## src/rffe_switch_regs.vh

```
// Constants for the RF switch serial control slave.
// Assumes inclusion by bare name from the design files under src/.
`ifndef RFFE_SWITCH_REGS_VH
`define RFFE_SWITCH_REGS_VH

// ----------------------------------------------------------------
// Register map
// ----------------------------------------------------------------
`define ADDR_RF_PATH_SELECT 5'h00
`define ADDR_POWER_TRIGGER 5'h1C
`define RF_PATH_RESET 8'h00
`define LOW_POWER_RESET 1'h0
`define MASK_RESET 3'h0

// ----------------------------------------------------------------
// Field positions in power_and_trigger_control
// ----------------------------------------------------------------
`define BIT_LOW_POWER 7
`define BIT_SOFT_RESET 6
`define BIT_MASK_HI 5
`define BIT_MASK_LO 3
`define BIT_TRIG_HI 2
`define BIT_TRIG_LO 0
// Trigger that owns the RF path select shadow
`define TRIG_RF_PATH 0

// ----------------------------------------------------------------
// Frame layout, counted in falling link clock edges after the start
// ----------------------------------------------------------------
`define CNT_CMD_LAST 5'h0C
`define CNT_DATA_LAST 5'h15
`define CNT_RD_FIRST 5'h0E
`define CNT_RD_LAST 5'h16
`define CNT_RD_PARK 5'h17
`define CNT_RD_END 5'h18
`define CMD_WRITE 3'h2
`define CMD_READ 3'h3
`define ID_BROADCAST 4'h0
`define ID_DEFAULT 4'h8

`endif

```

## src/pin_sync.v

```verilog
// Two flip-flop synchroniser for pin inputs.
// Assumes the inputs are asynchronous to clk_sys.
`timescale 1ns/1ps
`default_nettype none

module pin_sync #(
	parameter WIDTH = 2
) (
	// Clock and reset
	input wire clk_sys,
	input wire rst,
	// Pin side and synchronised side
	input wire [WIDTH-1:0] pin_in,
	output wire [WIDTH-1:0] pin_sync_out
);

reg [WIDTH-1:0] stage_one;
reg [WIDTH-1:0] stage_two;

// First stage feeds only the second stage
always @(posedge clk_sys or posedge rst)
begin
	if (rst)
	begin
		stage_one <= {WIDTH{1'b0}};
		stage_two <= {WIDTH{1'b0}};
	end
	else
	begin
		stage_one <= pin_in;
		stage_two <= stage_one;
	end
end

assign pin_sync_out = stage_two;

endmodule
`default_nettype wire

```

## src/rffe_switch_control_slave.v

```verilog
// Serial control slave of an RF switch: frame decoder and registers.
// Assumes the link clock is slow against clk_sys (at least 4 cycles a phase).
`timescale 1ns/1ps
`default_nettype none
`include "rffe_switch_regs.vh"

module rffe_switch_control_slave #(
	parameter [3:0] SLAVE_ID = `ID_DEFAULT
) (
	// Clock and reset
	input wire clk_sys,
	input wire rst,
	// Serial control link
	input wire sclk,
	input wire sdata_in,
	output reg sdata_out,
	output reg sdata_oe,
	// RF switch control
	output wire path_one_on,
	output wire path_two_on,
	output wire path_three_on,
	output wire path_four_on,
	output wire low_power_select
);

// ----------------------------------------------------------------
// Pin synchronisation and edge detection
// ----------------------------------------------------------------
wire [1:0] pins_sync;
reg sclk_prev;
reg sdata_prev;

pin_sync #(
	.WIDTH(2)
) u_pin_sync (
	.clk_sys(clk_sys),
	.rst(rst),
	.pin_in({sclk, sdata_in}),
	.pin_sync_out(pins_sync)
);

wire sclk_s = pins_sync[1];
wire sdata_s = pins_sync[0];
wire sclk_fall = sclk_prev && !sclk_s;
wire sclk_rise = !sclk_prev && sclk_s;
// Data only moves while the clock is high, so a low-to-high-to-low
// pulse on data with the clock low marks a sequence start
wire seq_start = sdata_prev && !sdata_s && !sclk_s;

always @(posedge clk_sys or posedge rst)
begin
	if (rst)
	begin
		sclk_prev <= 1'b0;
		sdata_prev <= 1'b0;
	end
	else
	begin
		sclk_prev <= sclk_s;
		sdata_prev <= sdata_s;
	end
end

// ----------------------------------------------------------------
// Frame decoder
// ----------------------------------------------------------------
localparam ST_IDLE = 2'b00;
localparam ST_CMD = 2'b01;
localparam ST_WDATA = 2'b10;
localparam ST_READ = 2'b11;

reg [1:0] state;
reg [4:0] bit_count;
reg [11:0] cmd_shift;
reg [7:0] data_shift;
reg [4:0] frame_addr;
reg frame_allowed;
reg [8:0] read_shift;
reg wr_en;
reg [4:0] wr_addr;
reg [7:0] wr_data;
reg [7:0] read_value;

wire [12:0] cmd_full = {cmd_shift, sdata_s};
wire [3:0] frame_id = cmd_full[12:9];
wire [7:0] frame_cmd = cmd_full[8:1];
wire cmd_parity_ok = ^cmd_full;
wire [8:0] data_full = {data_shift, sdata_s};
wire data_parity_ok = ^data_full;
wire id_own = (frame_id == SLAVE_ID);
wire id_bcast = (frame_id == `ID_BROADCAST);

always @(posedge clk_sys or posedge rst)
begin
	if (rst)
	begin
		state <= ST_IDLE;
		bit_count <= 5'h00;
		cmd_shift <= 12'h000;
		data_shift <= 8'h00;
		frame_addr <= 5'h00;
		frame_allowed <= 1'b0;
		read_shift <= 9'h000;
		wr_en <= 1'b0;
		wr_addr <= 5'h00;
		wr_data <= 8'h00;
		sdata_out <= 1'b0;
		sdata_oe <= 1'b0;
	end
	else
	begin
		wr_en <= 1'b0;
		if (seq_start && !sdata_oe)
		begin
			state <= ST_CMD;
			bit_count <= 5'h00;
		end
		else if (sclk_fall && state != ST_IDLE)
		begin
			bit_count <= bit_count + 5'h01;
			case (state)
			ST_CMD:
			begin
				cmd_shift <= cmd_full[11:0];
				if (bit_count == `CNT_CMD_LAST)
				begin
					frame_addr <= frame_cmd[4:0];
					state <= ST_IDLE;
					if (frame_cmd[7])
					begin
						// Short form carries seven data bits for address 0
						wr_en <= cmd_parity_ok && id_own;
						wr_addr <= `ADDR_RF_PATH_SELECT;
						wr_data <= {1'b0, frame_cmd[6:0]};
					end
					else if (frame_cmd[7:5] == `CMD_WRITE)
					begin
						state <= ST_WDATA;
						// Broadcast reaches only the control register
						frame_allowed <= id_own || (id_bcast && frame_cmd[4:0] == `ADDR_POWER_TRIGGER);
					end
					else if (frame_cmd[7:5] == `CMD_READ && cmd_parity_ok && id_own)
					begin
						state <= ST_READ;
						read_shift <= {read_value, ~^read_value};
					end
				end
			end
			ST_WDATA:
			begin
				data_shift <= data_full[7:0];
				if (bit_count == `CNT_DATA_LAST)
				begin
					state <= ST_IDLE;
					// Command parity is held in cmd_good and gates the commit,
					// so a bad parity in either frame drops the write
					wr_en <= frame_allowed && data_parity_ok;
					wr_addr <= frame_addr;
					wr_data <= data_full[8:1];
				end
			end
			ST_READ:
			begin
				if (bit_count + 5'h01 == `CNT_RD_END)
				begin
					sdata_oe <= 1'b0;
					state <= ST_IDLE;
				end
			end
			default:
				state <= ST_IDLE;
			endcase
		end
		else if (sclk_rise && state == ST_READ)
		begin
			if (bit_count >= `CNT_RD_FIRST && bit_count <= `CNT_RD_LAST)
			begin
				sdata_oe <= 1'b1;
				sdata_out <= read_shift[8];
				read_shift <= {read_shift[7:0], 1'b0};
			end
			else if (bit_count == `CNT_RD_PARK)
			begin
				// Drive low for the park cycle, release on the next fall
				sdata_oe <= 1'b1;
				sdata_out <= 1'b0;
			end
		end
	end
end

// The command frame parity has to be held until the data frame ends
reg cmd_good;
always @(posedge clk_sys or posedge rst)
begin
	if (rst)
		cmd_good <= 1'b0;
	else if (sclk_fall && state == ST_CMD && bit_count == `CNT_CMD_LAST)
		cmd_good <= cmd_parity_ok;
end

// ----------------------------------------------------------------
// Registers
// ----------------------------------------------------------------
reg low_power;
reg [2:0] trig_mask;
wire [7:0] rf_path;

// A frame with bad command parity never reaches a register
wire wr_ok = wr_en && cmd_good;
wire wr_rf = wr_ok && (wr_addr == `ADDR_RF_PATH_SELECT);
wire wr_ptc = wr_ok && (wr_addr == `ADDR_POWER_TRIGGER);
wire soft_reset = wr_ptc && wr_data[`BIT_SOFT_RESET];

// ----------------------------------------------------------------
// Trigger strobes
// ----------------------------------------------------------------
// A trigger fires only while its mask bit reads clear; the mask in force
// before this write decides, so unmasking and firing need two writes
// Triggers 1 and 2 own no destination register, so their strobes go unused
localparam TRIG_COUNT = `BIT_TRIG_HI - `BIT_TRIG_LO + 1;
wire trig_write = wr_ptc && !soft_reset;
wire [TRIG_COUNT-1:0] trig_fire;
genvar t;

generate
	for (t = 0; t < TRIG_COUNT; t = t + 1)
	begin : g_trig
		assign trig_fire[t] = trig_write && wr_data[`BIT_TRIG_LO + t] && !trig_mask[t];
	end
endgenerate

always @(posedge clk_sys or posedge rst)
begin
	if (rst)
	begin
		low_power <= `LOW_POWER_RESET;
		trig_mask <= `MASK_RESET;
	end
	else if (soft_reset)
	begin
		// Startup state; the soft reset bit itself is never stored
		low_power <= `LOW_POWER_RESET;
		trig_mask <= `MASK_RESET;
	end
	else if (wr_ptc)
	begin
		low_power <= wr_data[`BIT_LOW_POWER];
		trig_mask <= wr_data[`BIT_MASK_HI:`BIT_MASK_LO];
	end
end

trigger_shadow #(
	.WIDTH(8),
	.RESET_VALUE(`RF_PATH_RESET)
) u_rf_path (
	.clk_sys(clk_sys),
	.rst(rst),
	.soft_clear(soft_reset),
	.wr_en(wr_rf),
	.wr_data(wr_data),
	.mask(trig_mask[`TRIG_RF_PATH]),
	.trigger(trig_fire[`TRIG_RF_PATH]),
	.dest(rf_path)
);

// Read data; trigger and soft reset bits read as zero
always @*
begin
	case (frame_cmd[4:0])
	`ADDR_RF_PATH_SELECT:
		read_value = rf_path;
	`ADDR_POWER_TRIGGER:
		read_value = {low_power, 1'b0, trig_mask, 3'h0};
	default:
		read_value = 8'h00;
	endcase
end

// ----------------------------------------------------------------
// Outputs
// ----------------------------------------------------------------
assign path_one_on = rf_path[0];
assign path_two_on = rf_path[1];
assign path_three_on = rf_path[2];
assign path_four_on = rf_path[3];
assign low_power_select = low_power;

endmodule
`default_nettype wire

```

## src/trigger_shadow.v

```verilog
// Destination register with a shadow copy gated by one trigger.
// Assumes write and trigger strobes are one-cycle pulses on clk_sys.
`timescale 1ns/1ps
`default_nettype none

module trigger_shadow #(
	parameter WIDTH = 8,
	parameter [WIDTH-1:0] RESET_VALUE = {WIDTH{1'b0}}
) (
	// Clock and reset
	input wire clk_sys,
	input wire rst,
	input wire soft_clear,
	// Write and trigger
	input wire wr_en,
	input wire [WIDTH-1:0] wr_data,
	input wire mask,
	input wire trigger,
	// Destination value
	output reg [WIDTH-1:0] dest
);

reg [WIDTH-1:0] shadow;

always @(posedge clk_sys or posedge rst)
begin
	if (rst)
	begin
		shadow <= RESET_VALUE;
		dest <= RESET_VALUE;
	end
	else if (soft_clear)
	begin
		shadow <= RESET_VALUE;
		dest <= RESET_VALUE;
	end
	else
	begin
		// Shadow tracks every write so a later trigger never loads stale data
		if (wr_en)
			shadow <= wr_data;
		if (wr_en && mask)
			dest <= wr_data;
		else if (trigger && !mask)
			dest <= shadow;
	end
end

endmodule
`default_nettype wire
```

## config.mk

```make
export PLATFORM = sky130hd
export DESIGN_NAME = rffe_switch_control_slave
export DESIGN_NICKNAME = d
export VERILOG_FILES = /design/src/pin_sync.v /design/src/rffe_switch_control_slave.v /design/src/trigger_shadow.v
export VERILOG_INCLUDE_DIRS = /design/src /design/src/src
export SDC_FILE = /design/constraint.sdc
export NUM_CORES = 1
export LEC_CHECK = 0
export ABC_AREA = 1
export BUFFER_PORTS_ARGS = -buffer_cell sky130_fd_sc_hd__buf_2
export CORE_UTILIZATION = 55
export CTS_BUF_LIST = sky130_fd_sc_hd__clkbuf_16
export DETAILED_ROUTE_END_ITERATION = 6
export PLACE_DENSITY = 0.71
export SLEW_MARGIN = 20
export SYNTH_ARGS = -nofsm -noshare
export SYNTH_HDL_FRONTEND = slang
export SYNTH_SLANG_ARGS = --single-unit
```

## constraint.sdc

```tcl
create_clock -name clk_sys -period 6.85 [get_ports clk_sys]
set_input_delay 0.685 -clock clk_sys [delete_from_list [all_inputs] [get_ports clk_sys]]
set_output_delay 0.685 -clock clk_sys [all_outputs]
set_load 0.02 [all_outputs]
```

==> metrics.sh <==
CP_DATA_REQUIRED_TIME_NS=7.09
VIAS=3641
FIN_NETS=570
ROOT_BUFFER='sky130_fd_sc_hd__clkbuf_16'
POSTSYNTHCELLCOUNT=549
TNS_NS=0
CP-END-KIND='flop'
HP-CLASS='reg2reg'
CTS-BUFFERS-INSERTED=9
YOSYS.CELL_COUNT.TOP_TYPE='sky130_fd_sc_hd__nand2_1'
TIMING.FINAL.WS_SETUP_NS=4.556
OVERFLOW_LEFT_AFTER_GLOBAL_ROUTING=0
PLACED_CELLS=647
NETLIST_TOP_CELLS_COUNT='sky130_fd_sc_hd__nand2_1 (178), sky130_fd_sc_hd__dfrtp_1 (85), sky130_fd_sc_hd__o21ai_0 (57)'
CLOCK_TREE_FROM_TRITONCTS='done'
FINAL_ANTENNA_NET_COUNT=0
INITIAL_CORE_UTIL=0.5775
SYNTH.LIB_CELLS_USED.DISTINCT=38
YS.WARNINGS.COUNT=0
INITIAL_ANTENNA_VIOLATION_COUNT=0
SYNTH.YOSYS.SEQ_AREA_SHARE=0.4694
SYN_AREA_SQ_MM=0.004532
GPL.FINAL_WEIGHTED_CONGESTION=0.8605
DIODES=0
PLACEMENT.IO_BUFFERS=10
MAX_SLEW_MARGIN=0.4918
POST_LAYOUT_NONFILLER_INSTANCES=663
CTS_MAX_LEVEL=3
INITIALDRTVIOLATIONCOUNT=263
FINAL_CELL_AREA_SQ_MM=0.004989
DETAILEDPLACE.WORSTSLACK_NS=4.578
REPORT.FINAL.SETUP_VIOL=0
PLACEABLECOREAREA_SQ_MM=0.007848
CLOCK_PATH_BUFFERS=2
POWER_DENSITY_mW_PER_MM2=346.2
CRITICAL_PATH.MAX_FANOUT=24
GRT_FIRST_PASS_WIRELENGTH_MICRONS=16070
MAIN_FLOP_TYPE_AFTER_SYNTHESIS='sky130_fd_sc_hd__dfrtp_1'
CLOCK_LATENCY_NS=0.34
CLKTRANSATPATHREGS_NS=0.07
DIE_HEIGHT_MICRONS=92.77
NUMBER_OF_MAX_CAP_VIOLATIONS=0
HOLD_VIOLATIONS=0
NETLIST_TOP_CELLS_AREA='sky130_fd_sc_hd__dfrtp_1 (47%), sky130_fd_sc_hd__nand2_1 (15%), sky130_fd_sc_hd__o21ai_0 (6.3%), sky130_fd_sc_hd__nand3_1 (4.0%), sky130_fd_sc_hd__inv_1 (3.3%)'
PLACED_AREA_SQ_MM=0.004632
NUM_ROWS=32
SYNTH_EDF_COUNT=0
FINALCRITPERIODSHARE=0.3349
CTS.REPAIR_TIMING.SETUP_BUFFER_COUNT=0
VIASPERCELL=5.492
RSZ0062_AT_GRT='no'
CTS-HOLD-FIX-BUFFERS=0
DRC=0
POSTSYNTHNETCOUNT=563
MAXSLEWVIOLCOUNT=0
FIN_TOTAL_PWR_uW=1727
MIN_PERIOD_NS=2.294
IO_PINS=11
DIE_AREA_SQ_MM=0.008606
FIN_WORST_SKEW_NS=0.008655
POST_ROUTE_CELLS_DRIVE_ABOVE_1_SHARE=0.1283
PIN_COUNT_OF_THE_BIGGEST_NET_ENTERING_GLOBAL_ROUTING=86
CRITICALPATHCATEGORY='reg2reg'
FINAL_ROUTED_WIRELENGTH_MICRONS=9611
LEAKAGEPOWER_uW=0.002488
HPWL_MICRONS=6804
POST_SYNTH.CELL_AREA_AVG_SQ_UM=8.255
RESULT_OF_THE_RUN='finished clean'
GRT_USE_TOTAL=0.2400
STARTPOINT_TYPE='flop'
N_FILL_CELL=673
AREA.GROWTH.SYNTH_TO_FINAL_PCT=10.08
ROUTEDWLPERCELL_MICRONS=14.50
ASYNC_SET_OR_RESET_FLOP_FRACTION_IN_THE_SYNTHESIZED_NETLIST=1.000
DIEWIDTH_MICRONS=92.77
ACHIEVABLE-FREQUENCY_MHz=435.9
YS_SEQ_ELEMENTS=85
ARRIVAL_NS=2.53
DRT_PASS1_ITERATIONS=5
CTS.REPAIR.RESIZED=0
CTS_NUM_SINKS=85
SYNTH_TOP_AREA_SHARE=0.4694
SYNTH_LARGEST_AREA_CELL='sky130_fd_sc_hd__dfrtp_1'
IR_DROP_uV=253.1
WORST_PIN_SLEW_NS=0.7623
FIRST_GLOBAL_VIAS=3368
[layer usage]
layer	share of wire	GRT usage
met5	0	0
met4	0.017	0.07692
met3	0.037	0.03777
met1	0.47	0.3346
met2	0.48	0.3836
[registers in the layout, summed over array words and instances (netlist names)]
signal / cells
trig_mask: 3
sdata_oe: 1
frame_addr: 5
low_power_select: 1
wr_addr: 5
bit_count: 5
state: 2
wr_en: 1
u_rf_path.dest: 8
cmd_shift: 12
u_rf_path.shadow: 8
u_pin_sync.stage_one: 2
data_shift: 8
frame_allowed: 1
sdata_prev: 1
u_pin_sync.pin_sync_out: 2
sdata_out: 1
cmd_good: 1
wr_data: 8
read_shift: 9
sclk_prev: 1
[critical path, cell delays in order (launching register included)]
cell and delay (ns):
sky130_fd_sc_hd__dfrtp_1 0.40, sky130_fd_sc_hd__inv_1 0.09, sky130_fd_sc_hd__ha_1 0.23, sky130_fd_sc_hd__nor2_4 0.27, sky130_fd_sc_hd__inv_2 0.20, sky130_fd_sc_hd__nor2_8 0.23
sky130_fd_sc_hd__nand2_1 0.42, sky130_fd_sc_hd__o21ai_0 0.34
[layout by cell type, fill, tap and decap left out, types with 2 or more instances in the layout]
cell,Yosys,final
sky130_fd_sc_hd__nand2_1,178,178
sky130_fd_sc_hd__dfrtp_1,85,85
sky130_fd_sc_hd__o21ai_0,57,57
sky130_fd_sc_hd__inv_1,40,39
sky130_fd_sc_hd__nand3_1,36,36
sky130_fd_sc_hd__nor2_1,22,22
sky130_fd_sc_hd__nand4_1,15,15
sky130_fd_sc_hd__o21ai_1,15,15
sky130_fd_sc_hd__inv_2,11,11
sky130_fd_sc_hd__ha_1,10,10
sky130_fd_sc_hd__buf_2,3,10
sky130_fd_sc_hd__clkbuf_16,0,9
sky130_fd_sc_hd__nand2_2,8,8
sky130_fd_sc_hd__mux2_2,8,8
sky130_fd_sc_hd__a21oi_1,6,6
sky130_fd_sc_hd__mux2i_1,6,6
sky130_fd_sc_hd__xor2_1,5,5
sky130_fd_sc_hd__nor3_1,4,4
sky130_fd_sc_hd__xnor2_1,4,4
sky130_fd_sc_hd__nand3_2,3,3
sky130_fd_sc_hd__inv_6,0,3
sky130_fd_sc_hd__bufinv_16,0,3
sky130_fd_sc_hd__nor2_4,2,2
sky130_fd_sc_hd__nor2_2,2,2
sky130_fd_sc_hd__nand4_4,2,2
sky130_fd_sc_hd__o31ai_1,2,2
sky130_fd_sc_hd__o22ai_1,2,2
[metrics by stage]
stage	util	hold slack, ns
global route	0.6357	0.3593
CTS	0.6352	0.3570
floorplan	-	0.3312
detailed placement	0.5902	0.3426
finish	0.6357	0.3544
global placement	0.5902	0.3333
[area by class of cell]
type / count / area (sq um) / area share
well taps: 102 / 127.6 / 0.02558
repair buffers: 11 / 61.31 / 0.01229
clock inverters: 7 / 127.6 / 0.02558
flip-flops and latches: 85 / 2127 / 0.4264
inverters: 52 / 198.9 / 0.03988
multi-input cells: 397 / 2121 / 0.4251
clock buffers: 9 / 225.2 / 0.04515
[report_power, final]
group	switching, uW	internal [uW]	total [uW]
sequential	87.7	571	658
combinational	338	154	491
clock	214	363	577
total	640	1090	1730
[logic make-up (layout without fill, tap and decap cells)]
| logic type | after synthesis | in the layout | share of synthesized area |
|---|---|---|---|
| XOR/XNOR | 9 | 9 | 0.01739 |
| AO/OA/AOI/OAI | 88 | 88 | 0.1104 |
| adder cells (fa/ha/maj) | 10 | 10 | 0.02761 |
| flip-flops | 85 | 85 | 0.4694 |
| AND/OR/NAND/NOR | 276 | 276 | 0.2794 |
| buffers and inverters | 67 | 79 | 0.06267 |
| multiplexers | 14 | 14 | 0.03313 |
[final timing paths]
check	endpoint	slack, ns	startpoint	cells after the start
worst min register to register	u_pin_sync.pin_sync_out[0]	0.35	u_pin_sync.stage_one[0]	0
min in group asynchronous	read_shift[8]	0.54	rst	3
max in group asynchronous	u_pin_sync.pin_sync_out[1]	5.79	rst	3
worst max register to register	cmd_shift[6]	4.56	state[0]	7
worst max-delay path	cmd_shift[6]	4.56	state[0]	7
worst min-delay path	u_pin_sync.pin_sync_out[0]	0.35	u_pin_sync.stage_one[0]	0
No activity file was read; power rests on OpenSTA's default activity.
